===== config.mk =====
export PLATFORM = sky130hd
export DESIGN_NAME = mem_mode_decode
export DESIGN_NICKNAME = d
export VERILOG_FILES = /design/src/rtl/mem_mode_pkg.sv /design/src/rtl/mem_mode_decode.sv
export SDC_FILE = /design/constraint.sdc
export NUM_CORES = 1
export LEC_CHECK = 0
export ABC_AREA = 1
export BUFFER_PORTS_ARGS = -buffer_cell sky130_fd_sc_hd__buf_2
export CAP_MARGIN = 10
export CORE_MARGIN = 2
export CORE_UTILIZATION = 43
export DETAILED_ROUTE_END_ITERATION = 12
export PLACE_DENSITY = 0.66
export SETUP_SLACK_MARGIN = 0.15
export SLEW_MARGIN = 5
export SYNTH_ARGS = -nofsm -noshare
export SYNTH_HDL_FRONTEND = slang
export SYNTH_SLANG_ARGS = --single-unit

===== constraint.sdc =====
create_clock -name core_clk -period 2 [get_ports core_clk]
set_input_delay 0 -clock core_clk [delete_from_list [all_inputs] [get_ports core_clk]]
set_output_delay 0 -clock core_clk [all_outputs]
set_load 0.01 [all_outputs]

===== src/rtl/mem_mode_pkg.sv =====
// package: strap codes, overlay decode, select and register map constants
package mem_mode_pkg;

    // ************************************************
    // register map (byte addresses)
    // ************************************************
    localparam int AXI_ADDR_W = 8;
    localparam logic [7:0] OFS_OVERLAY = 8'h00;
    localparam logic [7:0] OFS_IO_WAIT = 8'h04;
    localparam logic [7:0] OFS_SEL_EN = 8'h08;
    localparam logic [7:0] OFS_SYS_CTRL = 8'h0C;
    localparam logic [7:0] OFS_STATUS = 8'h10;
    localparam logic [7:0] OFS_FLAG = 8'h14;

    // ************************************************
    // field positions
    // ************************************************
    localparam int OVL_PROG_LSB = 0;
    localparam int OVL_DATA_LSB = 4;
    localparam int OVL_DATA_WAIT_SETTING_LSB = 8;
    localparam int IOWAIT_STRIDE = 4;
    localparam int SYS_BSD_BIT = 3;
    localparam int FLAG_OUT_BIT = 0;
    localparam int FLAG_DIR_BIT = 1;
    localparam int ST_STRAP_LSB = 0;
    localparam int ST_HOST_BIT = 4;
    localparam int ST_RUN_BIT = 5;
    localparam int ST_EXT_BIT = 6;
    localparam int ST_FLAG_BIT = 7;
    localparam int ST_BCNT_LSB = 8;
    localparam int MODE_C_BIT = 2;

    // ************************************************
    // reset values
    // ************************************************
    localparam logic [3:0] SEL_EN_RESET = 4'hB;
    localparam logic [2:0] DATA_WAIT_SETTING_RESET = 3'h7;
    localparam logic [11:0] IOWAIT_RESET = 12'hFFF;

    // ************************************************
    // strap codes {mode c, mode b, mode a}, boot length
    // ************************************************
    localparam logic [2:0] STRAP_BYTE_FULL = 3'h0;
    localparam logic [2:0] STRAP_NO_BOOT = 3'h2;
    localparam logic [2:0] STRAP_BYTE_HOST = 3'h4;
    localparam logic [2:0] STRAP_HOST_DMA = 3'h5;
    localparam logic [5:0] BOOT_WORDS = 6'h20;

    // ************************************************
    // overlays, spaces, selects, responses
    // ************************************************
    localparam logic [1:0] OVL_EXT1 = 2'h1;
    localparam logic [1:0] OVL_EXT2 = 2'h2;
    localparam logic [13:0] OVL_BASE = 14'h2000;
    localparam int IO_ADDR_W = 11;
    localparam int IO_REGION_LSB = 9;
    localparam logic [1:0] SPACE_PROG = 2'h0;
    localparam logic [1:0] SPACE_DATA = 2'h1;
    localparam logic [1:0] SPACE_IO = 2'h2;
    localparam logic [1:0] SPACE_BOOT = 2'h3;
    localparam int SEL_BOOT = 2;
    localparam logic [1:0] RESP_OKAY = 2'h0;
    localparam logic [1:0] RESP_SLVERR = 2'h2;

    typedef enum logic [1:0] {ACC_IDLE, ACC_EXT, ACC_DONE} acc_state_t;
    typedef enum logic [1:0] {BOOT_RELEASE, BOOT_BYTE_WAIT, BOOT_HOST_WAIT, BOOT_RUN} boot_state_t;

endpackage : mem_mode_pkg


===== src/rtl/mem_mode_decode.sv =====
// memory mode straps, boot control, overlay/io decode, composite select
`timescale 1ns/10ps

module mem_mode_decode
    import mem_mode_pkg::*;
(
    // clock and reset
    input wire logic core_clk,
    input wire logic reset_n,
    // straps and shared flag pin
    input wire logic mode_a_strap,
    input wire logic mode_b_strap,
    input wire logic flag_two_in,
    output logic flag_two_out,
    output logic flag_two_oe,
    // boot handshake
    input wire logic boot_word_loaded,
    input wire logic host_pm0_written,
    output logic boot_dma_start,
    output logic core_run,
    output logic exec_external,
    // core access path
    input wire logic acc_req,
    input wire logic [1:0] acc_space,
    input wire logic acc_fetch,
    input wire logic [13:0] acc_addr,
    output logic acc_done,
    output logic acc_error,
    // external bus
    input wire logic bus_req,
    output logic bus_grant,
    output logic [13:0] ext_addr,
    output logic program_memory_select_n,
    output logic data_memory_select_n,
    output logic boot_memory_select_n,
    output logic io_space_select_n,
    output logic composite_select_n,
    // axi4-lite write
    input wire logic [AXI_ADDR_W-1:0] awaddr,
    input wire logic awvalid,
    output logic awready,
    input wire logic [31:0] wdata,
    input wire logic [3:0] wstrb,
    input wire logic wvalid,
    output logic wready,
    output logic [1:0] bresp,
    output logic bvalid,
    input wire logic bready,
    // axi4-lite read
    input wire logic [AXI_ADDR_W-1:0] araddr,
    input wire logic arvalid,
    output logic arready,
    output logic [31:0] rdata,
    output logic [1:0] rresp,
    output logic rvalid,
    input wire logic rready
);

    // ************************************************
    // state
    // ************************************************
    typedef struct packed {
        acc_state_t acc;
        boot_state_t boot;
        logic [2:0] strap;
        logic [1:0] povl;
        logic [1:0] dovl;
        logic [2:0] data_wait_setting;
        logic [11:0] iowait;
        logic [3:0] cs_en;
        logic bsd;
        logic fl_out;
        logic fl_dir;
        logic fl_oe;
        logic [2:0] wcnt;
        logic [13:0] ext_addr;
        logic [3:0] sel_n;
        logic bms_n;
        logic cms_n;
        logic done;
        logic err;
        logic run;
        logic exec_ext;
        logic boot_go;
        logic [5:0] bcnt;
        logic grant;
        logic aw_got;
        logic [7:0] aw_addr;
        logic w_got;
        logic [31:0] w_data;
        logic [3:0] w_strb;
        logic awready;
        logic wready;
        logic bvalid;
        logic [1:0] bresp;
        logic arready;
        logic rvalid;
        logic [31:0] rdata;
        logic [1:0] rresp;
    } state_t;

    state_t s_reg;
    state_t s_next;
    logic take_int;
    logic take_ext;
    logic [2:0] pick_wait;
    logic ext_hit;
    logic refuse;
    logic [31:0] img_ovl;
    logic [31:0] img_iow;
    logic [31:0] img_sel;
    logic [31:0] img_sys;
    logic [31:0] img_st;
    logic [31:0] img_flag;
    logic [31:0] wv;

    // ************************************************
    // functions
    // ************************************************
    // overlay window hit: selector 1 or 2 and upper half
    function automatic logic ovl_hit(input logic [1:0] ovl, input logic [13:0] a);
        ovl_hit = (ovl == OVL_EXT1 || ovl == OVL_EXT2) && a >= OVL_BASE;
    endfunction : ovl_hit

    // select bit of a space, in the bit order of the composite select enables
    function automatic logic [1:0] sel_bit(input logic [1:0] sp);
        unique case (sp)
            SPACE_IO: sel_bit = 2'(SEL_BOOT + 1);
            SPACE_BOOT: sel_bit = 2'(SEL_BOOT);
            default: sel_bit = sp;
        endcase
    endfunction : sel_bit

    // byte lane merge for writes
    function automatic logic [31:0] merge(input logic [31:0] o, input logic [31:0] d, input logic [3:0] b);
        merge = o;
        for (int i = 0; i < 4; i++) begin
            if (b[i]) begin
                merge[i*8 +: 8] = d[i*8 +: 8];
            end
        end
    endfunction : merge

    // ************************************************
    // register images
    // ************************************************
    assign img_ovl = (32'(s_reg.povl) << OVL_PROG_LSB) | (32'(s_reg.dovl) << OVL_DATA_LSB)
                   | (32'(s_reg.data_wait_setting) << OVL_DATA_WAIT_SETTING_LSB);
    always_comb begin
        img_iow = '0;
        for (int i = 0; i < 4; i++) begin
            img_iow[i*IOWAIT_STRIDE +: 3] = s_reg.iowait[i*3 +: 3];
        end
    end
    assign img_sel = 32'(s_reg.cs_en);
    assign img_sys = 32'(s_reg.bsd) << SYS_BSD_BIT;
    assign img_flag = (32'(s_reg.fl_out) << FLAG_OUT_BIT) | (32'(s_reg.fl_dir) << FLAG_DIR_BIT);
    assign img_st = (32'(s_reg.strap) << ST_STRAP_LSB) | (32'(s_reg.strap[MODE_C_BIT]) << ST_HOST_BIT)
                  | (32'(s_reg.run) << ST_RUN_BIT) | (32'(s_reg.exec_ext) << ST_EXT_BIT)
                  | (32'(flag_two_in) << ST_FLAG_BIT) | (32'(s_reg.bcnt) << ST_BCNT_LSB);

    // ************************************************
    // next state
    // ************************************************
    always_comb begin
        s_next = s_reg;
        wv = '0;
        take_int = 1'b0;
        take_ext = 1'b0;
        s_next.done = 1'b0;
        s_next.err = 1'b0;
        s_next.boot_go = 1'b0;

        // access decode: overlays, io space, boot space
        unique case (acc_space)
            SPACE_PROG: ext_hit = ovl_hit(s_reg.povl, acc_addr);
            SPACE_DATA: ext_hit = ovl_hit(s_reg.dovl, acc_addr);
            default: ext_hit = 1'b1;
        endcase
        unique case (acc_space)
            SPACE_IO: pick_wait = s_reg.iowait[acc_addr[IO_REGION_LSB +: 2]*3 +: 3];
            SPACE_BOOT: pick_wait = '0;
            default: pick_wait = s_reg.data_wait_setting;
        endcase
        refuse = s_reg.strap[MODE_C_BIT] && acc_fetch && acc_space == SPACE_PROG && ext_hit;

        // access sequencer
        unique case (s_reg.acc)
            ACC_IDLE: begin
                if (acc_req && (!ext_hit || refuse)) begin
                    s_next.acc = ACC_DONE;
                    s_next.done = 1'b1;
                    s_next.err = refuse;
                    take_int = !refuse;
                end else if (acc_req && !bus_req) begin
                    s_next.acc = ACC_EXT;
                    s_next.wcnt = pick_wait;
                    take_ext = 1'b1;
                    s_next.sel_n[sel_bit(acc_space)] = 1'b0;
                    if (s_reg.strap[MODE_C_BIT]) begin
                        s_next.ext_addr = {13'h0000, acc_addr[0]};
                    end else if (acc_space == SPACE_IO) begin
                        s_next.ext_addr = {3'h0, acc_addr[IO_ADDR_W-1:0]};
                    end else if (acc_space == SPACE_BOOT) begin
                        s_next.ext_addr = acc_addr;
                    end else begin
                        s_next.ext_addr = {(acc_space == SPACE_PROG ? s_reg.povl : s_reg.dovl) == OVL_EXT2,
                                           acc_addr[12:0]};
                    end
                end
            end
            ACC_EXT: begin
                if (s_reg.wcnt == 3'h0) begin
                    s_next.acc = ACC_DONE;
                    s_next.done = 1'b1;
                    s_next.sel_n = 4'hF;
                end else begin
                    s_next.wcnt = s_reg.wcnt - 3'h1;
                end
            end
            ACC_DONE: s_next.acc = ACC_IDLE;
            default: s_next.acc = ACC_IDLE;
        endcase
        s_next.bms_n = s_next.sel_n[SEL_BOOT] | s_next.bsd;
        s_next.cms_n = ~|(~s_next.sel_n & s_next.cs_en);
        s_next.grant = bus_req && s_next.acc != ACC_EXT;

        // boot control after release
        unique case (s_reg.boot)
            BOOT_RELEASE: begin
                if (!bus_req) begin
                    if (s_reg.strap == STRAP_BYTE_FULL || s_reg.strap == STRAP_BYTE_HOST) begin
                        s_next.boot = BOOT_BYTE_WAIT;
                        s_next.boot_go = 1'b1;
                    end else if (s_reg.strap == STRAP_HOST_DMA) begin
                        s_next.boot = BOOT_HOST_WAIT;
                    end else begin
                        s_next.boot = BOOT_RUN;
                        s_next.run = 1'b1;
                        s_next.exec_ext = s_reg.strap == STRAP_NO_BOOT;
                    end
                end
            end
            BOOT_BYTE_WAIT: begin
                if (boot_word_loaded) begin
                    s_next.bcnt = s_reg.bcnt + 6'h01;
                    if (s_reg.bcnt == BOOT_WORDS - 6'h01) begin
                        s_next.boot = BOOT_RUN;
                        s_next.run = 1'b1;
                    end
                end
            end
            BOOT_HOST_WAIT: begin
                if (host_pm0_written) begin
                    s_next.boot = BOOT_RUN;
                    s_next.run = 1'b1;
                end
            end
            BOOT_RUN: s_next.run = 1'b1;
        endcase

        // flag pin driven only by software direction
        s_next.fl_oe = s_reg.fl_dir;

        // axi write channels, either order
        if (s_reg.bvalid && bready) begin
            s_next.bvalid = 1'b0;
        end
        if (awvalid && s_reg.awready) begin
            s_next.aw_got = 1'b1;
            s_next.aw_addr = awaddr;
        end
        if (wvalid && s_reg.wready) begin
            s_next.w_got = 1'b1;
            s_next.w_data = wdata;
            s_next.w_strb = wstrb;
        end
        if (s_next.aw_got && s_next.w_got && !s_reg.bvalid) begin
            s_next.aw_got = 1'b0;
            s_next.w_got = 1'b0;
            s_next.bvalid = 1'b1;
            s_next.bresp = RESP_OKAY;
            unique case (s_next.aw_addr)
                OFS_OVERLAY: begin
                    wv = merge(img_ovl, s_next.w_data, s_next.w_strb);
                    s_next.povl = wv[OVL_PROG_LSB +: 2];
                    s_next.dovl = wv[OVL_DATA_LSB +: 2];
                    s_next.data_wait_setting = wv[OVL_DATA_WAIT_SETTING_LSB +: 3];
                end
                OFS_IO_WAIT: begin
                    wv = merge(img_iow, s_next.w_data, s_next.w_strb);
                    for (int i = 0; i < 4; i++) begin
                        s_next.iowait[i*3 +: 3] = wv[i*IOWAIT_STRIDE +: 3];
                    end
                end
                OFS_SEL_EN: begin
                    wv = merge(img_sel, s_next.w_data, s_next.w_strb);
                    s_next.cs_en = wv[3:0];
                end
                OFS_SYS_CTRL: begin
                    wv = merge(img_sys, s_next.w_data, s_next.w_strb);
                    s_next.bsd = wv[SYS_BSD_BIT];
                end
                OFS_FLAG: begin
                    wv = merge(img_flag, s_next.w_data, s_next.w_strb);
                    s_next.fl_out = wv[FLAG_OUT_BIT];
                    s_next.fl_dir = wv[FLAG_DIR_BIT];
                end
                OFS_STATUS: ; // read only, write ignored
                default: s_next.bresp = RESP_SLVERR;
            endcase
        end
        s_next.awready = !s_next.aw_got && !s_next.bvalid;
        s_next.wready = !s_next.w_got && !s_next.bvalid;

        // axi read channel
        if (s_reg.rvalid && rready) begin
            s_next.rvalid = 1'b0;
        end
        if (arvalid && s_reg.arready) begin
            s_next.rvalid = 1'b1;
            s_next.rresp = RESP_OKAY;
            unique case (araddr)
                OFS_OVERLAY: s_next.rdata = img_ovl;
                OFS_IO_WAIT: s_next.rdata = img_iow;
                OFS_SEL_EN: s_next.rdata = img_sel;
                OFS_SYS_CTRL: s_next.rdata = img_sys;
                OFS_STATUS: s_next.rdata = img_st;
                OFS_FLAG: s_next.rdata = img_flag;
                default: begin
                    s_next.rdata = '0;
                    s_next.rresp = RESP_SLVERR;
                end
            endcase
        end
        s_next.arready = !s_next.rvalid;

        // reset: constants, straps keep following the pins
        if (!reset_n) begin
            s_next = '0;
            s_next.acc = ACC_IDLE;
            s_next.boot = BOOT_RELEASE;
            s_next.strap = {flag_two_in, mode_b_strap, mode_a_strap};
            s_next.data_wait_setting = DATA_WAIT_SETTING_RESET;
            s_next.iowait = IOWAIT_RESET;
            s_next.cs_en = SEL_EN_RESET;
            s_next.sel_n = 4'hF;
            s_next.bms_n = 1'b1;
            s_next.cms_n = 1'b1;
        end
    end

    // register the whole state
    always_ff @(posedge core_clk) begin
        s_reg <= s_next;
    end

    // ************************************************
    // outputs
    // ************************************************
    assign flag_two_out = s_reg.fl_out;
    assign flag_two_oe = s_reg.fl_oe;
    assign boot_dma_start = s_reg.boot_go;
    assign core_run = s_reg.run;
    assign exec_external = s_reg.exec_ext;
    assign acc_done = s_reg.done;
    assign acc_error = s_reg.err;
    assign bus_grant = s_reg.grant;
    assign ext_addr = s_reg.ext_addr;
    assign program_memory_select_n = s_reg.sel_n[SPACE_PROG];
    assign data_memory_select_n = s_reg.sel_n[SPACE_DATA];
    assign io_space_select_n = s_reg.sel_n[sel_bit(SPACE_IO)];
    assign boot_memory_select_n = s_reg.bms_n;
    assign composite_select_n = s_reg.cms_n;
    assign awready = s_reg.awready;
    assign wready = s_reg.wready;
    assign bvalid = s_reg.bvalid;
    assign bresp = s_reg.bresp;
    assign arready = s_reg.arready;
    assign rvalid = s_reg.rvalid;
    assign rdata = s_reg.rdata;
    assign rresp = s_reg.rresp;

    // ************************************************
    // assertions
    // ************************************************
    property p_strap_hold;
        @(posedge core_clk) disable iff (!reset_n)
        $past(reset_n) |-> $stable(s_reg.strap);
    endproperty
    a_strap_hold: assert property (p_strap_hold) else $error("strap changed after reset");

    property p_byte_hold;
        @(posedge core_clk) disable iff (!reset_n)
        s_reg.boot == BOOT_BYTE_WAIT |-> !s_reg.run && s_reg.bcnt < BOOT_WORDS;
    endproperty
    a_byte_hold: assert property (p_byte_hold) else $error("ran before boot words loaded");

    property p_no_boot;
        @(posedge core_clk) disable iff (!reset_n)
        s_reg.boot == BOOT_RELEASE && s_reg.strap == STRAP_NO_BOOT && !bus_req
        |=> s_reg.run && s_reg.exec_ext && !s_reg.boot_go;
    endproperty
    a_no_boot: assert property (p_no_boot) else $error("no-boot start wrong");

    property p_host_hold;
        @(posedge core_clk) disable iff (!reset_n)
        s_reg.boot == BOOT_HOST_WAIT && !host_pm0_written |=> !s_reg.run;
    endproperty
    a_host_hold: assert property (p_host_hold) else $error("ran before word zero written");

    property p_int_one;
        @(posedge core_clk) disable iff (!reset_n)
        take_int |=> s_reg.done && (&s_reg.sel_n) ##1 !s_reg.done;
    endproperty
    a_int_one: assert property (p_int_one) else $error("internal access not one cycle");

    property p_ext_wait;
        @(posedge core_clk) disable iff (!reset_n)
        take_ext |=> s_reg.wcnt == $past(pick_wait) && s_reg.acc == ACC_EXT && !(&s_reg.sel_n);
    endproperty
    a_ext_wait: assert property (p_ext_wait) else $error("wait count not loaded");

    property p_ext_end;
        @(posedge core_clk) disable iff (!reset_n)
        s_reg.acc == ACC_EXT && s_reg.wcnt == 3'h0 |=> s_reg.done && (&s_reg.sel_n) && s_reg.cms_n;
    endproperty
    a_ext_end: assert property (p_ext_end) else $error("external access end wrong");

    property p_cms;
        @(posedge core_clk) disable iff (!reset_n)
        s_reg.cms_n == !(|(~s_reg.sel_n & s_reg.cs_en));
    endproperty
    a_cms: assert property (p_cms) else $error("composite select mismatch");

    property p_bus_req;
        @(posedge core_clk) disable iff (!reset_n)
        bus_req && s_reg.acc != ACC_EXT |=> (&s_reg.sel_n) && s_reg.cms_n && s_reg.grant;
    endproperty
    a_bus_req: assert property (p_bus_req) else $error("select during bus request");

    property p_bms_dis;
        @(posedge core_clk) disable iff (!reset_n)
        s_reg.bsd |-> s_reg.bms_n;
    endproperty
    a_bms_dis: assert property (p_bms_dis) else $error("boot select not disabled");

    property p_host_a0;
        @(posedge core_clk) disable iff (!reset_n)
        s_reg.strap[MODE_C_BIT] && s_reg.acc == ACC_EXT |-> s_reg.ext_addr[13:1] == 13'h0000;
    endproperty
    a_host_a0: assert property (p_host_a0) else $error("host mode drove upper address");

endmodule : mem_mode_decode


Word-level counts from Yosys, hierarchy flattened
Index checks and enable logic that the tools add are counted.

storage, ports and cells
  bits of input ports = 83
  word-level logic and storage cells = 212
  register bits = 156
  output and inout port bits = 68

cells by class
  reductions and logical operators = 56
  shift-type cells = 1
  equality and inequality tests = 36
  add/subtract/negate cells = 2
  bitwise gates (word level) = 19
  multiplexer cells = 54
  $mul = 1
  $lt $le $gt $ge = 3

operators by type and width
  kind                  count
  $pmux 15 s6           1
  $mux 14               3
  $mux 21               2
  $mux 37               1
  $mux 2                18
  $mux 35               1
  $eq 8x4->1 const B    4
  $eq 8x5->1 const B    4
  $logic_and 1x1->1     18
  $ne 2x2->1 const B    9
  $reduce_and 3->1      6
  $eq 8x3->1 const B    2
  $logic_not 8->1       2
  $eq 2x2->1 const B    7
  $ge 14x14->1 const B  1
  $or 8x14->14          1
  $mux 3                4
  $pmux 3 s2            2
  $reduce_or 6->1       2
  $shiftx 12x5->3       1
  $mux 1                11
  $or 6x11->11          1
  $eq 2x1->1 const B    5
  $mux 9                1
  other kinds (39)      65

Longest topological paths before layout
Gate-level depths: netlist (run 1).

  depth in word-level cells = 22
  depth in mapped cells = 12
  gate-level depth less buffers = 12

Worst setup path after synthesis (run 1)
No wires, ideal clock.

  path kind = reg-to-reg
  start point = register s_reg, in the netlist awready
  end point = register s_reg, in the netlist img_iow[9]
  period minus slack after synthesis = 1.638 ns
  arrival time = 1.515 ns
  stages on the path, launching flop included = 10
  path buffers = 1
  library setup time = 0.124 ns
  setup slack = 0.362 ns
  required time = 1.876 ns
  cell sequence = dfxtp_1 > nand2_4 > or2_1 > o21ai_2 > nand3_4 > nor2_8 > nand3_2 > buf_2 > a21oi_1 > o21ai_1

on the way
  word-level cells in the longest chain between the ends = 5
  elaborated cells between the ends (all ways) = 6
  those cells by class = 1 x eq/ne; 1 x mux; 4 x reduce/logical

ends and longest elaborated chain
  item                                                line                    source
  start: declaration                                  mem_mode_decode.sv:102  state_t s_reg;
  start signal: assignment                            mem_mode_decode.sv:355  s_reg <= s_next;
  $logic_and 1x1->1 (*)                               mem_mode_decode.sv:269  if (awvalid && s_reg.awready) begin
  $mux 9 (*)                                          mem_mode_decode.sv:269
  branches (longest 2 deep; another with $eq 8x3->1)  --
  $reduce_and 3->1 (no source line) (*)               --

Every way passes the cells marked *.
A chain may end at the register's enable or synchronous reset.

Worst setup path in the final report (run 1)
  start point = register s_reg, in the netlist awready
  end point = register s_reg, in the netlist img_iow[4]

The elaborated chain is that of the path after synthesis.

==> results of run 1 <==
==> critical path, cell delays in order (launching register included) <==
cell and delay, ps:
dfxtp_4 370, nand2_4 80, or2_1 230, o21ai_2 90, nand2_2 110, nor3_4 240, nand2_2 90, nor2_4 140
inv_4 80, a21oi_2 120, o21ai_1 70
==> timing repair <==
item                                    CTS  global route
setup buffers                             0             7
hold buffers                             46             0
endpoints found under the setup margin    0            22
resized for setup                         0            12
endpoints found under the hold margin    60             0
==> metal layers <==
metal | global-route usage, % | vias up
li1 | - | 2551
met1 | 27.1 | 2283
met2 | 35.2 | 166
met3 | 4.92 | 26
met4 | 9.92 | 0
met5 | 0 | -
==> report_power, final <==
| group | internal [mW] | switching, mW | total [mW] | leakage (nW) |
|---|---|---|---|---|
| combinational | 0.389 | 0.599 | 0.987 | 1.95 |
| sequential | 2.45 | 0.0710 | 2.53 | 0.949 |
| clock | 1.81 | 0.992 | 2.80 | 0.269 |
| total | 4.66 | 1.66 | 6.32 | 3.17 |
==> cell type report <==
cell class / instances / area, um^2
Clock buffer: 25 / 495
Clock inverter: 5 / 52.6
Fill cell: 1195 / 5150
Inverter: 85 / 327
Multi-Input combinational cell: 456 / 2390
Sequential cell: 116 / 2360
Tap cell: 168 / 210
Timing Repair Buffer: 172 / 1130
==> synthesized netlist by cell type (3+ instances only) <==
cell type / instances
o21ai_2: 6
ha_1: 7
nor2_1: 61
clkbuf_1: 10
a31oi_1: 5
o221ai_1: 3
o211ai_1: 3
buf_1: 6
o22ai_1: 3
or2_1: 11
o2111ai_1: 3
inv_1: 61
dfxtp_1: 113
buf_2: 3
nor3_1: 12
o21ai_0: 16
buf_4: 50
edfxtp_1: 3
mux2i_1: 10
nand2_2: 4
a21oi_1: 71
nor4_1: 4
inv_2: 21
nand2_1: 115
o21ai_1: 39
nand3_1: 40
nand4_1: 5
==> logic make-up after synthesis <==
kind of cell / count (synthesis) / share of synthesized area (%)
AND/OR/NAND/NOR: 264 / 22.7
AO/OA/AOI/OAI: 154 / 15.8
buffers and inverters: 154 / 14.3
flip-flops: 116 / 43.5
multiplexers: 10 / 1.85
adder cells (fa/ha/maj): 7 / 1.62
other: 1 / 0.0694
XOR/XNOR: 1 / 0.162
==> through the flow <==
stage          power (mW)  utilization (%)  std cells
5_1_grt              6.60             57.4       1027
2_1_floorplan        3.21                -        725
3_5_place_dp         3.45             48.3        943
4_1_cts              6.34             56.6       1019
3_3_place_gp         3.42             48.3        943
6_report             6.32             57.4       1027
==> how the worst max path moves through the flow <==
stage	from	to	slack [ps]	cells after the start
floorplan	awready	img_iow[9]	360	9
global placement	awready	img_sel[3]	300	11
global route	awready	img_sel[0]	100	11
finish	awready	img_iow[4]	240	10
detailed placement	awready	img_sel[3]	250	11
CTS	awready	img_sel[3]	230	11
==> layout by cell type (no fill, tap or decap), types with 20 or more instances in the layout <==
cell type	instances
nor2_1	59
o21ai_1	39
a21oi_1	66
inv_2	20
buf_2	110
nand3_1	40
dfxtp_1	112
dlygate4sd3_1	46
inv_1	61
nand2_1	115
==> out/qor.csv, run 1 <==
metric;value;unit
status;completed;
Critical R2R Capture;img_iow[4];
Detail Route Antenna Nets;0;
placed cell areas;5850;um^2
WL met3;774;um
gr usage total;21.5;%
Period Utilization, post-route;88.1;%
Distinct cells, synth;44;
post-DP HPWL;10100;um
Peak Freq;0.568;GHz
CP startpoint kind;flop;
Root Driver;clkbuf_16;
Slew Viols, Final;0;
HP Class;input pin to flop;
r2r worst-path depth;10;
pre-CTS setup slack;255;ps
DIE WIDTH;116;um
H-Tree Depth;4;
Nets;938;
asr flop ratio synth;0;%
Worst Hold Launch;araddr[7];
row count;40;
CP required;2280;ps
# clock sinks;116;
Endpoint, Worst Hold;rresp[1];
share of layout cells above drive strength 1;24.1;%
Initial Utilization;44.6;%
remaining global-route overflow;0;
WHS;13.1;ps
Worst Path Arrival;2050;ps
ant diodes;0;
core box area;12100;um^2
Syn Inst Count;707;
DR WL/cell;13.7;um
Avg Cell Area, Syn;7.64;um^2
post-synth top area share;41.9;%
TritonCTS clock tree;built;
initial DRC count;374;
total number of vias;5026;
Synth warnings;0;
max FFs per register;50;
actual slew at the worst max-slew pin;666;ps
CTS Buffer Depth;2;
Peak VDD IR;0.750;mV
cts bufs inserted;17;
Final Instance Area;6960;um^2
Slew headroom;55.2;%
clk slew on worst S/H paths;50;ps
Post-Syn Area;5400;um^2
top routing layer in use;met4;
Tmin final;1760;ps
unrepaired setup endpoints after global routing;true;
Skew-Pair Late Insertion Delay;430;ps
first-pass GRT wire length;22400;um
Die Span Y;116;um
# port buffers;110;
DRT met1 WL;6510;um
Worst R2R Setup Slack;240;ps
Pwr Density;908;nW/um^2
DR vias/cell;4.89;
Max-Cap Viols;0;
FF-to-FF Start;awready;
synth-to-layout area growth;28.8;%
Synth Register Bits;116;
WL met2;6530;um
number of synthesized flops with an enable pin;3;
residual DRC count;0;
vias in the first global route;4759;
Leak;3.17;nW
largest net degree at the start of global routing;58;
Most used DFF post-synth;dfxtp_1;
post-synthesis sequential area ratio;43.5;%
routed wire length;14100;um
antenna violations before repair;0;
Cells on Worst Hold Path;5;
IO Pins;151;
worst-path fanout max;10;
final number of setup-violating endpoints;0;
nature of the critical path endpoint;flop;
Final WS setup;238;ps
Setup CP Type;flop to flop;
leading post-synthesis cells by cell area;dfxtp_1 42%, nand2_1 8.0%, buf_4 6.9%, a21oi_1 6.6%, inv_1 4.2%;
TritonRoute pass-1 iters;5;
endpoints failing hold;0;
GPL Wtd Cong;0.909;
area leader, netlist;dfxtp_1;
die footprint;13500;um^2
Setup TNS;0;ps
Setup Skew;19.5;ps
(Power assumes the default switching activity.)
==> run 2, diff against run 1 <==
CORE_UTILIZATION = 28   (was 43)
PLACE_DENSITY = 0.46   (was 0.66)
==> out/qor.csv, run 2 (synthesized netlist as in run 1, its figures left out) <==
metric;value;unit;change
filler cell count;2034;;was 1195
Root Driver;clkbuf_16;;unchanged
most common cell after layout, fill and taps aside;nand2_1;;unchanged
Setup Skew;8.60;ps;was 19.5 ps
multi-input logic area;2380;um^2;was 2390 um^2
CP cell instances;nand2_4, or2_1, o21ai_2, nand2_2, nor3_4, nand2_2, nor2_4, inv_4, a21oi_1, o21ai_1;;was nand2_4, or2_1, o21ai_2, nand2_2, nor3_4, nand2_2, nor2_4, inv_4, a21oi_2, o21ai_1
Skew-Pair Late Insertion Delay;410;ps;was 430 ps
GPL Wtd Cong;0.834;;was 0.909
Period Utilization, post-route;89.0;%;was 88.1%
register area;2360;um^2;unchanged
synth-to-layout area growth;30.9;%;was 28.8%
Peak Freq;0.562;GHz;was 0.568 GHz
clock power share;44.4;%;about the same
H-Tree Depth;4;;unchanged
routed wire length;15100;um;was 14100 um
CTS Buffer Depth;2;;unchanged
Tmin final;1780;ps;was 1760 ps
initial DRC count;218;;was 374
DR WL/cell;13.5;um;was 13.7 um
TritonRoute pass-1 iters;6;;was 5
switching share of power;26.6;%;was 26.3%
CP max stage cell;dfxtp_4;;unchanged
first-pass GRT wire length;23500;um;was 22400 um
# clock sinks;116;;unchanged
Initial Utilization;28.7;%;was 44.6%
gr usage total;15.1;%;was 21.5%
commonest cells after routing, fill and taps aside;115 x nand2_1, 112 x dfxtp_1, 110 x buf_2;;unchanged
nature of the critical path endpoint;flop;;unchanged
critical path's most frequent cell;nand2_2;;unchanged
core box area;18800;um^2;was 12100 um^2
share of layout cells above drive strength 1;23.8;%;was 24.1%
clk slew on worst S/H paths;50;ps;about the same
cts bufs inserted;17;;unchanged
status;completed;;unchanged
DR vias/cell;4.38;;was 4.89
Leak;3.18;nW;was 3.17 nW
TritonCTS clock tree;built;;unchanged
Detail Route Antenna Nets;0;;unchanged
Comb pwr share;15.9;%;was 15.6%
die footprint;20400;um^2;was 13500 um^2
Max stage delay on crit path;370;ps;about the same
IO Pins;151;;unchanged
DIE WIDTH;143;um;was 116 um
final number of setup-violating endpoints;0;;unchanged
worst-path fanout max;10;;unchanged
Slew headroom;64.0;%;was 55.2%
CP required;2290;ps;was 2280 ps
Slew Viols, Final;0;;unchanged
Cells on Worst Hold Path;4;;was 5
Seq pwr share;39.8;%;was 40.0%
Pwr Density;897;nW/um^2;was 908 nW/um^2
actual slew at the worst max-slew pin;539;ps;was 666 ps
remaining global-route overflow;0;;unchanged
r2r worst-path depth;10;;unchanged
residual DRC count;0;;unchanged
unrepaired setup endpoints after global routing;true;;unchanged
vias in the first global route;4441;;was 4759
Max-Cap Viols;0;;unchanged
row count;50;;was 40
Setup TNS;0;ps;unchanged
internal power;4.65;mW;was 4.66 mW
largest net degree at the start of global routing;54;;was 58
endpoints failing hold;0;;unchanged
total number of vias;4909;;was 5026
# port buffers;110;;unchanged
Nets;937;;was 938
Worst Path Arrival;2070;ps;was 2050 ps
Die Span Y;143;um;was 116 um
Setup CP Type;flop to flop;;unchanged
Finished Core Util;37.5;%;was 57.4%
Peak VDD IR;0.655;mV;was 0.750 mV
HP Class;input pin to flop;;unchanged
max FFs per register;50;;unchanged
CP startpoint kind;flop;;unchanged
post-DP HPWL;11400;um;was 10100 um
net switching power;1.69;mW;was 1.66 mW
antenna violations before repair;2;;was 0
## run 2: cell types whose count changed in the layout (fill, tap and decap cells not counted), sizes merged
cell and delta:
clkinvlp -1, dlygate4sd3 -3, buf +2, clkbuf +2
clkinv +1, diode +2
## run 2: worst max-delay path: cells and delay by family (launching register included)
kind / cells / cell delay, ps
flip-flops: 1 / 370
buffers and inverters: 1 / 80
AO/OA/AOI/OAI: 3 / 270
AND/OR/NAND/NOR: 6 / 950
## run 2: cell type report
cell class / instances / area share (%)
diodes: 2 / 0.0708
multi-input cells: 456 / 33.7
repair buffers: 171 / 16.0
inverters: 85 / 4.62
flip-flops and latches: 116 / 33.3
clock buffers: 27 / 6.97
well taps: 260 / 4.60
clock inverters: 5 / 0.708
## run 2: power groups by stage
| stage | clock network, mW | registers (mW) | logic, mW |
|---|---|---|---|
| 5_1_grt | 3.01 | 2.54 | 1.13 |
| 3_3_place_gp | 0 | 2.56 | 0.914 |
| 2_1_floorplan | 0 | 2.57 | 0.641 |
| 4_1_cts | 2.90 | 2.52 | 0.976 |
| 6_report | 2.81 | 2.52 | 1.01 |
| 3_5_place_dp | 0 | 2.57 | 0.911 |
## run 2: final timing paths
path,endpoint,slack [ps],start
setup / recovery,img_iow[4],220,awready
hold / removal,s_reg[50],20,wdata[5]
setup reg to reg,img_iow[4],220,awready
hold reg to reg,flag_two_oe,440,s_reg[123]
## run 2: routing by layer
layer	track usage, %	part of all wire [%]	vias to the layer above
met3	4.02	4.6	14
met4	5.32	1.3	0
met5	0	0	-
met2	23.1	44	118
met1	20.6	50	2228
li1	-	-	2549
## run 2: through the flow
step | cells | area [um^2] | setup WS [ps] | power [mW] | hold WS (ps)
global placement | 1037 | 5990 | 264 | 3.48 | 180
global route | 1122 | 7070 | 103 | 6.68 | 38.7
detailed placement | 1037 | 5990 | 238 | 3.48 | 181
CTS | 1112 | 6960 | 229 | 6.39 | 7.51
floorplan | 725 | 5470 | 362 | 3.21 | 76.5
finish | 1122 | 7070 | 220 | 6.34 | 23.1
## run 2: what timing repair did
item                                    CTS  global route
setup buffers                             0             7
hold buffers                             43             0
endpoints found under the hold margin    56             0
gates resized for setup                   0            10
endpoints found under the setup margin    0            20
